$ cat src/design/ebu_regs.vh
`ifndef EBU_REGS_VH
`define EBU_REGS_VH
// ----------------------------------------
// bus geometry
// ----------------------------------------
`define EBU_ADDR_W        24
`define EBU_DATA_W        16
`define EBU_SEG_W         8
`define EBU_WIN_N         4
`define EBU_REG_N         5
`define EBU_WAIT_W        4
`define EBU_WIN_CMP_W     16
// ----------------------------------------
// reference clock timing
// ----------------------------------------
`define EBU_CORE_PERIOD_NS 8
`define EBU_REF_PERIOD_NS  160
`define EBU_REF_HALF       ((`EBU_REF_PERIOD_NS / `EBU_CORE_PERIOD_NS) / 2)
// ----------------------------------------
// region indices and reset values
// ----------------------------------------
`define EBU_REGION_DEF    3'h0
`define EBU_CS_IDLE       5'h1f
`define EBU_SEG_LINES_W   3
`endif

$ cat src/design/ebu_rsp_buf.v
`timescale 1ns/100ps
// ----------------------------------------
// two-entry response buffer, registered outputs
// ----------------------------------------
module ebu_rsp_buf #(
  parameter W = 16
) (
  input  wire         core_clk,
  input  wire         srst,
  input  wire         in_valid,
  output wire         in_ready,
  input  wire [W-1:0] in_data,
  output wire         out_valid,
  input  wire         out_ready,
  output wire [W-1:0] out_data
);
  reg         head_v_q;
  reg [W-1:0] head_q;
  reg         spare_v_q;
  reg [W-1:0] spare_q;
  wire        push;
  wire        pop;

  // spare slot absorbs a word while the drain side stalls
  assign in_ready  = ~spare_v_q;
  assign out_valid = head_v_q;
  assign out_data  = head_q;
  assign push      = in_valid & ~spare_v_q;
  assign pop       = head_v_q & out_ready;

  // head refills from spare first so order is kept
  always @(posedge core_clk) begin
    if (srst) begin
      head_v_q  <= 1'b0;
      head_q    <= {W{1'b0}};
      spare_v_q <= 1'b0;
      spare_q   <= {W{1'b0}};
    end else if (~head_v_q | pop) begin
      if (spare_v_q) begin
        head_v_q  <= 1'b1;
        head_q    <= spare_q;
        spare_v_q <= push;
        if (push) spare_q <= in_data;
      end else begin
        head_v_q <= push;
        if (push) head_q <= in_data;
      end
    end else if (push) begin
      spare_v_q <= 1'b1;
      spare_q   <= in_data;
    end
  end
endmodule

$ cat src/design/ebu_ext_bus_unit.v
`timescale 1ns/100ps
`include "ebu_regs.vh"
module ebu_ext_bus_unit (
  input  wire                       core_clk,
  input  wire                       srst,
  input  wire                       req_valid,
  output reg                        req_ready,
  input  wire [`EBU_ADDR_W-1:0]     req_addr,
  input  wire                       req_write,
  input  wire [`EBU_DATA_W-1:0]     req_wdata,
  output wire                       rsp_valid,
  input  wire                       rsp_ready,
  output wire [`EBU_DATA_W-1:0]     rsp_rdata,
  input  wire                       single_chip,
  input  wire [`EBU_SEG_LINES_W-1:0] seg_lines,
  input  wire                       ready_active_high,
  input  wire                       arb_enable,
  input  wire                       arb_slave,
  input  wire [`EBU_WIN_N-1:0]      win_enable,
  input  wire [4*`EBU_WIN_CMP_W-1:0] window_address_select,
  input  wire [4*`EBU_WIN_CMP_W-1:0] window_address_mask,
  input  wire [5*`EBU_WAIT_W-1:0]   window_timing_cfg,
  input  wire [`EBU_REG_N-1:0]      window_ready_en,
  input  wire [`EBU_REG_N-1:0]      window_function_mux,
  input  wire [`EBU_REG_N-1:0]      window_function_bus8,
  output reg                        bus_reference_clock,
  output reg  [`EBU_DATA_W-1:0]     addr_data_port_o,
  output reg                        addr_data_port_oe,
  input  wire [`EBU_DATA_W-1:0]     addr_data_port_i,
  output reg  [`EBU_DATA_W-1:0]     address_port,
  output reg  [`EBU_SEG_W-1:0]      segment_port,
  output reg                        bus_oe,
  output reg  [`EBU_REG_N-1:0]      cs_n,
  output reg                        rd_n,
  output reg                        wr_n,
  output reg                        ale,
  input  wire                       ready_in,
  input  wire                       hold_in,
  output reg                        hold_acknowledge_o,
  output reg                        hold_acknowledge_oe,
  input  wire                       hold_acknowledge_i,
  output reg                        bus_request_out
);
  // ----------------------------------------
  // states and constants
  // ----------------------------------------
  localparam [2:0] ST_IDLE   = 3'h0;
  localparam [2:0] ST_ADDR   = 3'h1;
  localparam [2:0] ST_STROBE = 3'h2;
  localparam [2:0] ST_END    = 3'h3;
  localparam [2:0] ST_HOLD   = 3'h4;
  localparam integer REF_HALF_I = `EBU_REF_HALF;
  localparam [7:0]   REF_HALF   = REF_HALF_I[7:0];

  // ----------------------------------------
  // functions
  // ----------------------------------------
  // window compare on address bits 23..8
  function win_hit;
    input [`EBU_ADDR_W-1:0]   a;
    input [`EBU_WIN_CMP_W-1:0] base;
    input [`EBU_WIN_CMP_W-1:0] mask;
    begin
      win_hit = (((a[23:8] ^ base) & mask) == 16'h0000);
    end
  endfunction

  // prioritised region pick, 0 is the default region
  function [2:0] pick_region;
    input [`EBU_ADDR_W-1:0] a;
    input [3:0]             en;
    input [63:0]            base;
    input [63:0]            mask;
    begin
      if (en[3] & win_hit(a, base[63:48], mask[63:48]))
        pick_region = 3'h4;
      else if (en[2] & win_hit(a, base[47:32], mask[47:32]))
        pick_region = 3'h3;
      else if (en[1] & win_hit(a, base[31:16], mask[31:16]))
        pick_region = 3'h2;
      else if (en[0] & win_hit(a, base[15:0], mask[15:0]))
        pick_region = 3'h1;
      else
        pick_region = `EBU_REGION_DEF;
    end
  endfunction

  // ----------------------------------------
  // pin synchronisers
  // ----------------------------------------
  reg        rdy_m_q, rdy_s_q;
  reg        hold_m_q, hold_s_q;
  reg        hack_m_q, hack_s_q;
  reg [15:0] ad_m_q, ad_s_q;

  // pins are asynchronous to core_clk: two flops each
  always @(posedge core_clk) begin
    if (srst) begin
      rdy_m_q  <= 1'b0;
      rdy_s_q  <= 1'b0;
      hold_m_q <= 1'b0;
      hold_s_q <= 1'b0;
      hack_m_q <= 1'b0;
      hack_s_q <= 1'b0;
      ad_m_q   <= 16'h0000;
      ad_s_q   <= 16'h0000;
    end else begin
      rdy_m_q  <= ready_in;
      rdy_s_q  <= rdy_m_q;
      hold_m_q <= hold_in;
      hold_s_q <= hold_m_q;
      hack_m_q <= hold_acknowledge_i;
      hack_s_q <= hack_m_q;
      ad_m_q   <= addr_data_port_i;
      ad_s_q   <= ad_m_q;
    end
  end

  // ----------------------------------------
  // reference clock divider
  // ----------------------------------------
  reg  [7:0] div_q;
  wire       tick;

  // tick marks the core edge on which the reference clock rises
  assign tick = (div_q == REF_HALF - 8'h01) & ~bus_reference_clock;

  always @(posedge core_clk) begin
    if (srst) begin
      div_q               <= 8'h00;
      bus_reference_clock <= 1'b0;
    end else if (div_q == REF_HALF - 8'h01) begin
      div_q               <= 8'h00;
      bus_reference_clock <= ~bus_reference_clock;
    end else begin
      div_q <= div_q + 8'h01;
    end
  end

  // ----------------------------------------
  // request capture and response buffer
  // ----------------------------------------
  reg  [2:0]  st_q;
  reg         pend_q;
  reg  [23:0] a_q;
  reg         wr_q;
  reg  [15:0] wd_q;
  reg  [15:0] rd_q;
  reg         push_q;
  wire        buf_ready;
  wire        accept;
  wire        rdy_act;
  wire        owned;
  wire        push_d;
  wire        pend_d;

  assign accept  = req_valid & req_ready;
  assign push_d  = tick & (st_q == ST_END);
  assign pend_d  = accept | (pend_q & ~push_d);
  assign rdy_act = ~(rdy_s_q ^ ready_active_high);
  // slave owns the bus only while the master grants it
  assign owned   = ~(arb_enable & arb_slave) | hack_s_q;

  // single-chip mode accepts no external access after its first cycle, as req_ready is registered
  always @(posedge core_clk) begin
    if (srst) begin
      pend_q    <= 1'b0;
      req_ready <= 1'b0;
      a_q       <= 24'h000000;
      wr_q      <= 1'b0;
      wd_q      <= 16'h0000;
    end else begin
      pend_q    <= pend_d;
      req_ready <= ~pend_d & ~push_d & ~push_q & buf_ready & ~single_chip;
      if (accept) begin
        a_q  <= req_addr;
        wr_q <= req_write;
        wd_q <= req_wdata;
      end
    end
  end

  ebu_rsp_buf #(
    .W (`EBU_DATA_W)
  ) u_rsp_buf (
    .core_clk  (core_clk),
    .srst      (srst),
    .in_valid  (push_q),
    .in_ready  (buf_ready),
    .in_data   (rd_q),
    .out_valid (rsp_valid),
    .out_ready (rsp_ready),
    .out_data  (rsp_rdata)
  );

  // ----------------------------------------
  // access sequencer
  // ----------------------------------------
  reg [2:0] reg_q;
  reg [3:0] wait_q;
  wire [2:0] reg_d;
  wire [7:0] seg_mask;

  assign reg_d    = pick_region(a_q, win_enable, window_address_select,
                                window_address_mask);
  assign seg_mask = (8'h01 << seg_lines) - 8'h01;

  // every pin update waits for tick, the rising reference edge
  always @(posedge core_clk) begin
    if (srst) begin
      st_q              <= ST_IDLE;
      reg_q             <= `EBU_REGION_DEF;
      wait_q            <= 4'h0;
      rd_q              <= 16'h0000;
      push_q            <= 1'b0;
      addr_data_port_o  <= 16'h0000;
      addr_data_port_oe <= 1'b0;
      address_port      <= 16'h0000;
      segment_port      <= 8'h00;
      bus_oe            <= 1'b1;
      cs_n              <= `EBU_CS_IDLE;
      rd_n              <= 1'b1;
      wr_n              <= 1'b1;
      ale               <= 1'b0;
    end else begin
      push_q <= push_d;
      if (tick) begin
        case (st_q)
          ST_IDLE: begin
            bus_oe <= owned;
            if (arb_enable & ~arb_slave & hold_s_q) begin
              st_q   <= ST_HOLD;
              bus_oe <= 1'b0;
            end else if (pend_q & owned) begin
              st_q         <= ST_ADDR;
              reg_q        <= reg_d;
              bus_oe       <= 1'b1;
              cs_n         <= ~(5'h01 << reg_d);
              ale          <= 1'b1;
              segment_port <= a_q[23:16] & seg_mask;
              address_port <= a_q[15:0];
              // mode follows the window of this access
              if (window_function_mux[reg_d]) begin
                addr_data_port_o  <= a_q[15:0];
                addr_data_port_oe <= 1'b1;
              end else begin
                addr_data_port_oe <= 1'b0;
              end
            end
          end
          ST_ADDR: begin
            st_q   <= ST_STROBE;
            ale    <= 1'b0;
            wait_q <= window_timing_cfg[reg_q*4 +: 4];
            if (wr_q) begin
              wr_n              <= 1'b0;
              addr_data_port_oe <= 1'b1;
              // 8-bit bus carries only the low byte, the high byte is driven as zero
              if (window_function_bus8[reg_q])
                addr_data_port_o <= {8'h00, wd_q[7:0]};
              else
                addr_data_port_o <= wd_q;
            end else begin
              rd_n              <= 1'b0;
              addr_data_port_oe <= 1'b0;
            end
          end
          ST_STROBE: begin
            if (wait_q != 4'h0) begin
              wait_q <= wait_q - 4'h1;
            end else if (~window_ready_en[reg_q] | rdy_act) begin
              st_q <= ST_END;
              rd_n <= 1'b1;
              wr_n <= 1'b1;
              rd_q <= wr_q ? 16'h0000 : (window_function_bus8[reg_q] ? {8'h00, ad_s_q[7:0]} : ad_s_q);
            end
          end
          ST_END: begin
            st_q              <= ST_IDLE;
            cs_n              <= `EBU_CS_IDLE;
            addr_data_port_oe <= 1'b0;
          end
          ST_HOLD: begin
            // stay floated on exit so acknowledge drops before lines return
            bus_oe            <= 1'b0;
            addr_data_port_oe <= 1'b0;
            if (~hold_s_q | ~arb_enable | arb_slave) begin
              st_q <= ST_IDLE;
            end
          end
          default: begin
            st_q <= ST_IDLE;
          end
        endcase
      end
    end
  end

  // ----------------------------------------
  // arbitration pins
  // ----------------------------------------
  // pins stay passive until software enables arbitration
  always @(posedge core_clk) begin
    if (srst) begin
      hold_acknowledge_o  <= 1'b0;
      hold_acknowledge_oe <= 1'b1;
      bus_request_out     <= 1'b0;
    end else if (~arb_enable) begin
      hold_acknowledge_o  <= 1'b0;
      hold_acknowledge_oe <= ~arb_slave;
      bus_request_out     <= 1'b0;
    end else if (arb_slave) begin
      hold_acknowledge_o  <= 1'b0;
      hold_acknowledge_oe <= 1'b0;
      bus_request_out     <= pend_q & ~hack_s_q;
    end else begin
      hold_acknowledge_oe <= 1'b1;
      hold_acknowledge_o  <= (st_q == ST_HOLD) & ~bus_oe;
      bus_request_out     <= pend_q & (st_q == ST_HOLD);
    end
  end
endmodule

$ cat config.mk
export PLATFORM = sky130hd
export DESIGN_NAME = ebu_ext_bus_unit
export DESIGN_NICKNAME = d
export VERILOG_FILES = /design/src/design/ebu_rsp_buf.v /design/src/design/ebu_ext_bus_unit.v
export VERILOG_INCLUDE_DIRS = /design/src /design/src/design
export SDC_FILE = /design/constraint.sdc
export NUM_CORES = 1
export LEC_CHECK = 0
export ABC_AREA = 1
export BUFFER_PORTS_ARGS = -buffer_cell sky130_fd_sc_hd__buf_4
export CAP_MARGIN = 10
export CORE_MARGIN = 4
export CORE_UTILIZATION = 56
export CTS_CLUSTER_DIAMETER = 200
export DETAILED_ROUTE_END_ITERATION = 10
export PLACE_DENSITY = 0.87
export SETUP_SLACK_MARGIN = 0.4
export SYNTH_ARGS = -nofsm -noshare
export SYNTH_HDL_FRONTEND = slang
export SYNTH_HIERARCHICAL = 1
export SYNTH_SLANG_ARGS = --single-unit
$ cat constraint.sdc
create_clock -name core_clk -period 6.4 [get_ports core_clk]
set_clock_uncertainty 0.2 [all_clocks]
set_input_delay 0.96 -clock core_clk [delete_from_list [all_inputs] [get_ports core_clk]]
set_output_delay 0.96 -clock core_clk [all_outputs]
set_load 0.02 [all_outputs]
## Word level (Yosys, flattened, before mapping)

Index checks and enable logic that the tools add are counted.

- Logic and storage cells: 202
- Register bits: 204
- Input bits: 238
- Output and inout bits: 72

- Add/sub/neg operators: 3
- Reduce and logical (&&, ||, !) cells: 29
- $lt $le $gt $ge: 2
- Equal/unequal tests: 16
- Shift operators: 3
- Muxes and demuxes: 58
- Bitwise logic cells: 55

Operators with widths:

| operator | count |
|---|---|
| 16-bit 2-to-1 mux | 12 |
| 16-bit AND | 4 |
| 16-bit logical NOT | 4 |
| 16-bit bitwise XOR | 4 |
| 16-bit case mux with 2 select lines | 1 |
| 1-bit 2-to-1 mux | 23 |
| 1-bit AND | 21 |
| 4-bit AND reduction | 5 |
| 20-bit by 6-bit indexed part select with 4-bit output | 1 |
| 3-bit 2-to-1 mux | 6 |
| 2-bit != test, second input constant | 9 |
| 1-bit NOT | 17 |
| 5-bit AND reduction | 3 |
| 3-bit case mux with 4 select lines | 1 |
| 2-bit nonzero test | 6 |
| 5-bit 2-to-1 mux | 2 |
| 5-bit case mux with 2 select lines | 1 |
| 1-bit binary-select mux with 3-bit select | 3 |
| 8-bit by 1-bit adder with 8-bit output, second input constant | 1 |
| 8-bit AND | 1 |
| 8-bit by 4-bit == test with 1-bit output, second input constant | 1 |
| 3-bit by 4-bit < comparator with 1-bit output, second input constant | 2 |
| 1-bit case mux with 2 select lines | 4 |
| 4-bit case mux with 2 select lines | 1 |
| 23 further kinds | 33 |

## Longest topological paths before layout

- Depth in word-level cells: 14
- Gate-level depth with buffers: 21
- Mapped depth without buffers: 20

## Hierarchy

The synthesis kept the hierarchy.

Modules (own cells, without submodules):

| module | area each (um^2) | seq. area each (um^2) | instances | cells each |
|---|---|---|---|---|
| ebu_ext_bus_unit | 8,140.3 | 3,403.3 | 1 | 1,208 |
| ebu_rsp_buf | 1,657.8 | 680.7 | 1 | 254 |

## Worst setup path after synthesis

OpenSTA, ideal clock, no wires.

- Kind: input port to flip-flop
- Start: input port window_address_select[60]
- End: register addr_data_port_o[13]
- Path slack: 3.662 ns
- Data required time: 6.085 ns
- Cell stages on the path: 16
- Library setup time: 0.115 ns
- Data arrival time: 2.423 ns
- Path buffers: 1
- Cells stage by stage: or2_1 -> nand3_1 -> nand4_1 -> nor2_1 -> nand3_4 -> nand2_2 -> nand2_2 -> nor2_1 -> nor2_1 -> nand2_2 -> nand2_2 -> nand2_4 -> buf_2 -> nand3b_1 -> nand2_1 -> nor2_1

- Cells in the longest elaborated chain, start to end: 9

RTL lines:

| item | RTL line | text |
|---|---|---|
| start, declared | ebu_ext_bus_unit.v:20 | `` input wire [4*`EBU_WIN_CMP_W-1:0] window_address_select, `` |
| 16-bit bitwise XOR | ebu_ext_bus_unit.v:64 | `win_hit = (((a[23:8] ^ base) & mask) == 16'h0000);` |
| 16-bit AND | ebu_ext_bus_unit.v:64 |  |
| 16-bit logical NOT | ebu_ext_bus_unit.v:64 |  |
| 1-bit AND | ebu_ext_bus_unit.v:75 | `if (en[3] & win_hit(a, base[63:48], mask[63:48]))` |
| 3-bit 2-to-1 mux | ebu_ext_bus_unit.v:75 |  |
| 1-bit binary-select mux with 3-bit select | ebu_ext_bus_unit.v:243 | `if (window_function_mux[reg_d]) begin` |
| 1-bit 2-to-1 mux (not written as such) | ebu_ext_bus_unit.v:243 |  |
| 2-bit != test (no source line) | - |  |
| 6-bit AND reduction (no source line) | - |  |
| end signal, assigned | ebu_ext_bus_unit.v:244 | `addr_data_port_o <= a_q[15:0];` |
| end signal, assigned | ebu_ext_bus_unit.v:260 | `addr_data_port_o <= {8'h00, wd_q[7:0]};` |
| end signal, assigned | ebu_ext_bus_unit.v:262 | `addr_data_port_o <= wd_q;` |
| end, declared | ebu_ext_bus_unit.v:27 | `` output reg [`EBU_DATA_W-1:0] addr_data_port_o, `` |

Every way passes these cells. The select of a mux whose other input is x is not followed.
A chain may end at the register's enable or synchronous reset.

## Worst setup path after layout

- Start: register div_q[0]
- End: register segment_port[1]

- Cells in the longest elaborated chain, start to end: 3

RTL lines:

| item | RTL line | text |
|---|---|---|
| start, declared | ebu_ext_bus_unit.v:122 | `reg [7:0] div_q;` |
| start signal, assigned | ebu_ext_bus_unit.v:136 | `div_q <= div_q + 8'h01;` |
| 8-bit by 4-bit == test with 1-bit output | ebu_ext_bus_unit.v:126 | `assign tick = (div_q == REF_HALF - 8'h01) & ~bus_reference_clock;` |
| 1-bit AND | ebu_ext_bus_unit.v:126 |  |
| 4-bit AND reduction (no source line) | - |  |
| end signal, assigned | ebu_ext_bus_unit.v:240 | `segment_port <= a_q[23:16] & seg_mask;` |
| end, declared | ebu_ext_bus_unit.v:31 | `` output reg [`EBU_SEG_W-1:0] segment_port, `` |

Every way passes these cells.

==> metrics <==
multi-input logic area=0.00464 sq mm; share of synthesized cell area in and, or, nand and nor gates=34.1%; leading register cell type out of synthesis=sky130_fd_sc_hd__dfxtp_1; worst IR drop on VDD=157 uV; number of fill cells in the layout=1,385; met3 wire length=2490 microns; hold-fix buffers at CTS=0; starting density of the core=56.8%; starting DRC count in detailed routing=764; utilization of the core after routing=74.0%; power per unit of standard cell area=221 mW/mm^2; total length of routed wires=30,400 microns; register bit count reported by yosys=204; clock tree sinks=204; overall die height=140 microns; buffer count from post-CTS setup fixing=0; final hold violation count=0; worst min-delay path class=register to register; sequential element share of the synthesized area=41.7%; max incr delay on CP=1.07 ns; RSZ-0062 raised after global routing=no; internal cell power=2170 uW; post-CTS clock slew at the launch and capture registers of the worst setup and hold paths=0.06 ns; final weighted congestion in routability-driven placement=0.953; area of the mapped netlist=0.00980 sq mm; shortest period the worst path allows=3.63 ns; GR Overflow Total=0; Final #Nets=1,980; portion of total power attributed to the clock network=42.6%; top routing layer used=met5; root cell of the clock tree=sky130_fd_sc_hd__clkbuf_16; critical path data required time=6.57 ns; post-cts resize count=0; Max Cap Viol=0; GRT Util Overall=29.7%; number of I/O pins=310; post-synth top area share=41.7%; x dimension of the die=140 microns; combinational family with the most area after synthesis=simple AND/OR/NAND/NOR gates; wire length of the first global-routing pass=47,900 microns; Worst Path Arrival=3.80 ns; final-report max-slew violation count=0; final setup fails=0; Adder-Cell Fraction of Synth Area=0.511%; CP Class=register to register; Area growth, synth to finish=30.2%; outcome=finished, final reports clean; routed length per placed instance=15.4 microns; flop-to-flop setup slack=2.77 ns; row cnt=48; share of the clock period used by the worst path after layout=56.7%; DIE AREA=0.0197 sq mm; number of distinct library cells after synthesis=51; Core Region=0.0172 sq mm; clk_lat worst skew=0.50 ns; Max transition margin=25.7%; leading area contributor after synthesis=sky130_fd_sc_hd__dfxtp_1; leading post-synthesis cells by cell area=sky130_fd_sc_hd__dfxtp_1, sky130_fd_sc_hd__nor2_1, sky130_fd_sc_hd__nand2_1; count of unresolved DRC violations after routing=0; share of layout cells above drive strength 1=22.0%; Sw Ratio=23.1%; commonest cells in the synthesized netlist=sky130_fd_sc_hd__nor2_1, sky130_fd_sc_hd__nand2_1, sky130_fd_sc_hd__dfxtp_1, sky130_fd_sc_hd__inv_1, sky130_fd_sc_hd__o21ai_0; Async SR Flop Fraction=0%; sequential cell area in the final layout=0.00408 sq mm; final antenna-violating net count=0; number of global-route vias before repair=9,586; number of flops mapped to enable cells by yosys=0; multiplexer share of the synthesized area=0%; vias after detailed routing=10,327; yosys warns=6; mean instance size in the synthesized netlist=6.70 sq um; Avg Vias per Cell=5.23; post-detail-place hpwl=23,100 microns; fraction of synthesized cell area in xor and xnor cells=0.358%; proportion of power drawn by flip-flops and latches=46.9%; cell-by-cell trace of the critical path=ha_1 > nand4_2 > nor4_4 > nand2_2 > inv_1 > nand3_1 > inv_1 > o21ai_0 > o211a_1; maximum count of clock buffers along a single path=3; part of the total power dissipated in combinational logic=10.6%; Worst Slack Setup Final=2.77 ns; amount of wire on met2 after detailed routing=14,100 microns; Total Neg Setup Slack=0 ns; number of CTS-inserted buffers=21; number of instances in the synthesized netlist=1,462; diode count=0; Worst Max-Slew Pin Slew=1.11 ns; Top cell by count, worst path=sky130_fd_sc_hd__inv_1; wire length on met1=12,700 microns; initial antenna violation count=1; achievable frequency=0.275 GHz; Leakage=0.00614 uW; setup slack at placement=2.67 ns; critical-path cell with the highest stage delay=sky130_fd_sc_hd__inv_1; syn_nets=1,704; CP endpoint kind=register; launching element type of the critical path=register; TritonRoute pass-1 iters=6; clock tree from TritonCTS=done; reported net switching power=651 uW; largest net degree at the start of global routing=85; leading cell type by number of instances after synthesis=sky130_fd_sc_hd__nor2_1; number of buffers added on ports=309; largest fanout on the critical path=39; fraction of the mapped netlist area in compound gates=12.5%; maximum level of the CTS H-tree=1
## logic make-up after synthesis
family / after synthesis
AO/OA/AOI/OAI: 228
XOR/XNOR: 4
AND/OR/NAND/NOR: 768
flip-flops: 204
adder cells (fa/ha/maj): 4
buffers and inverters: 254
## per-layer routing
metal	vias to the layer above	track usage [%]
met1	4635	39.6
met3	74	5.87
met5	-	0
met2	443	48.6
met4	2	9.89
li1	5173	-
## metrics by stage
stage	instance area, sq um	cells	power [uW]	hold slack (ns)
2_1_floorplan	9800	1462	1480	0.188
3_3_place_gp	12100	1940	1630	0.189
3_5_place_dp	12100	1940	1640	0.195
4_1_cts	12800	1975	2820	0.191
5_1_grt	12800	1975	2920	0.212
6_report	12800	1975	2820	0.193
## layout by cell type, fill, tap and decap left out, types with 4 or more instances in the layout
cell type	netlist	final
sky130_fd_sc_hd__inv_2	11	12
sky130_fd_sc_hd__nand4_1	10	10
sky130_fd_sc_hd__nand2_1	279	278
sky130_fd_sc_hd__inv_1	183	182
sky130_fd_sc_hd__or2_0	5	5
sky130_fd_sc_hd__clkbuf_1	34	5
sky130_fd_sc_hd__dfxtp_1	204	204
sky130_fd_sc_hd__o21ai_0	123	123
sky130_fd_sc_hd__or2_1	14	14
sky130_fd_sc_hd__a21oi_1	72	72
sky130_fd_sc_hd__buf_4	1	311
sky130_fd_sc_hd__nand3_1	102	102
sky130_fd_sc_hd__nand2_2	11	12
sky130_fd_sc_hd__nor3_1	19	19
sky130_fd_sc_hd__ha_1	4	4
sky130_fd_sc_hd__nor3_2	4	4
sky130_fd_sc_hd__o22ai_1	7	7
sky130_fd_sc_hd__nand3b_1	10	10
sky130_fd_sc_hd__nor2_1	293	293
sky130_fd_sc_hd__a22oi_1	8	8
sky130_fd_sc_hd__clkbuf_16	0	21
## power groups by stage
stage | registers, uW | clock network (uW) | logic [uW]
final | 1320 | 1200 | 297
after global routing | 1320 | 1260 | 333
after CTS | 1320 | 1210 | 296
after detailed placement | 1350 | 0 | 295
after global placement | 1350 | 0 | 287
after floorplan | 1340 | 0 | 145
## registers in the layout (all words and copies together), names as in the netlist, 3 cells and up
| register | flops |
|---|---|
| ad_s_q | 16 |
| wd_q | 16 |
| cs_n | 5 |
| st_q | 3 |
| ad_m_q | 16 |
| u_rsp_buf/out_data | 16 |
| u_rsp_buf/spare_q | 16 |
| reg_q | 3 |
| rd_q | 16 |
| segment_port | 8 |
| div_q | 8 |
| a_q | 24 |
| address_port | 16 |
| wait_q | 4 |
| addr_data_port_o | 16 |
## cell type report
class	count	area share, %
repair buffers	311	18.3
clock inverters	6	0.677
inverters	196	5.82
clock buffers	29	4.59
multi-input cells	1004	36.4
flip-flops and latches	204	32.0
well taps	225	2.21
## worst paths after layout
kind,start,end,cells past startpoint
worst max-delay path,div_q[0]$_SDFF_PP0_,segment_port[1]$_SDFFE_PP0P_,9
worst min-delay path,ad_m_q[13]$_SDFF_PP0_,ad_s_q[13]$_SDFF_PP0_,2
worst max register to register,div_q[0]$_SDFF_PP0_,segment_port[1]$_SDFFE_PP0P_,9
worst min register to register,ad_m_q[13]$_SDFF_PP0_,ad_s_q[13]$_SDFF_PP0_,2
## critical path: cells and delay by family (launching register included)
kind,cells,cell delay [ns]
DFF,1,0.38
buffers and inverters,2,1.25
adders and majority gates,1,0.18
and+or+nand+nor,4,1.12
AOI/OAI and AO/OA,2,0.39
(Power assumes the default switching activity.)
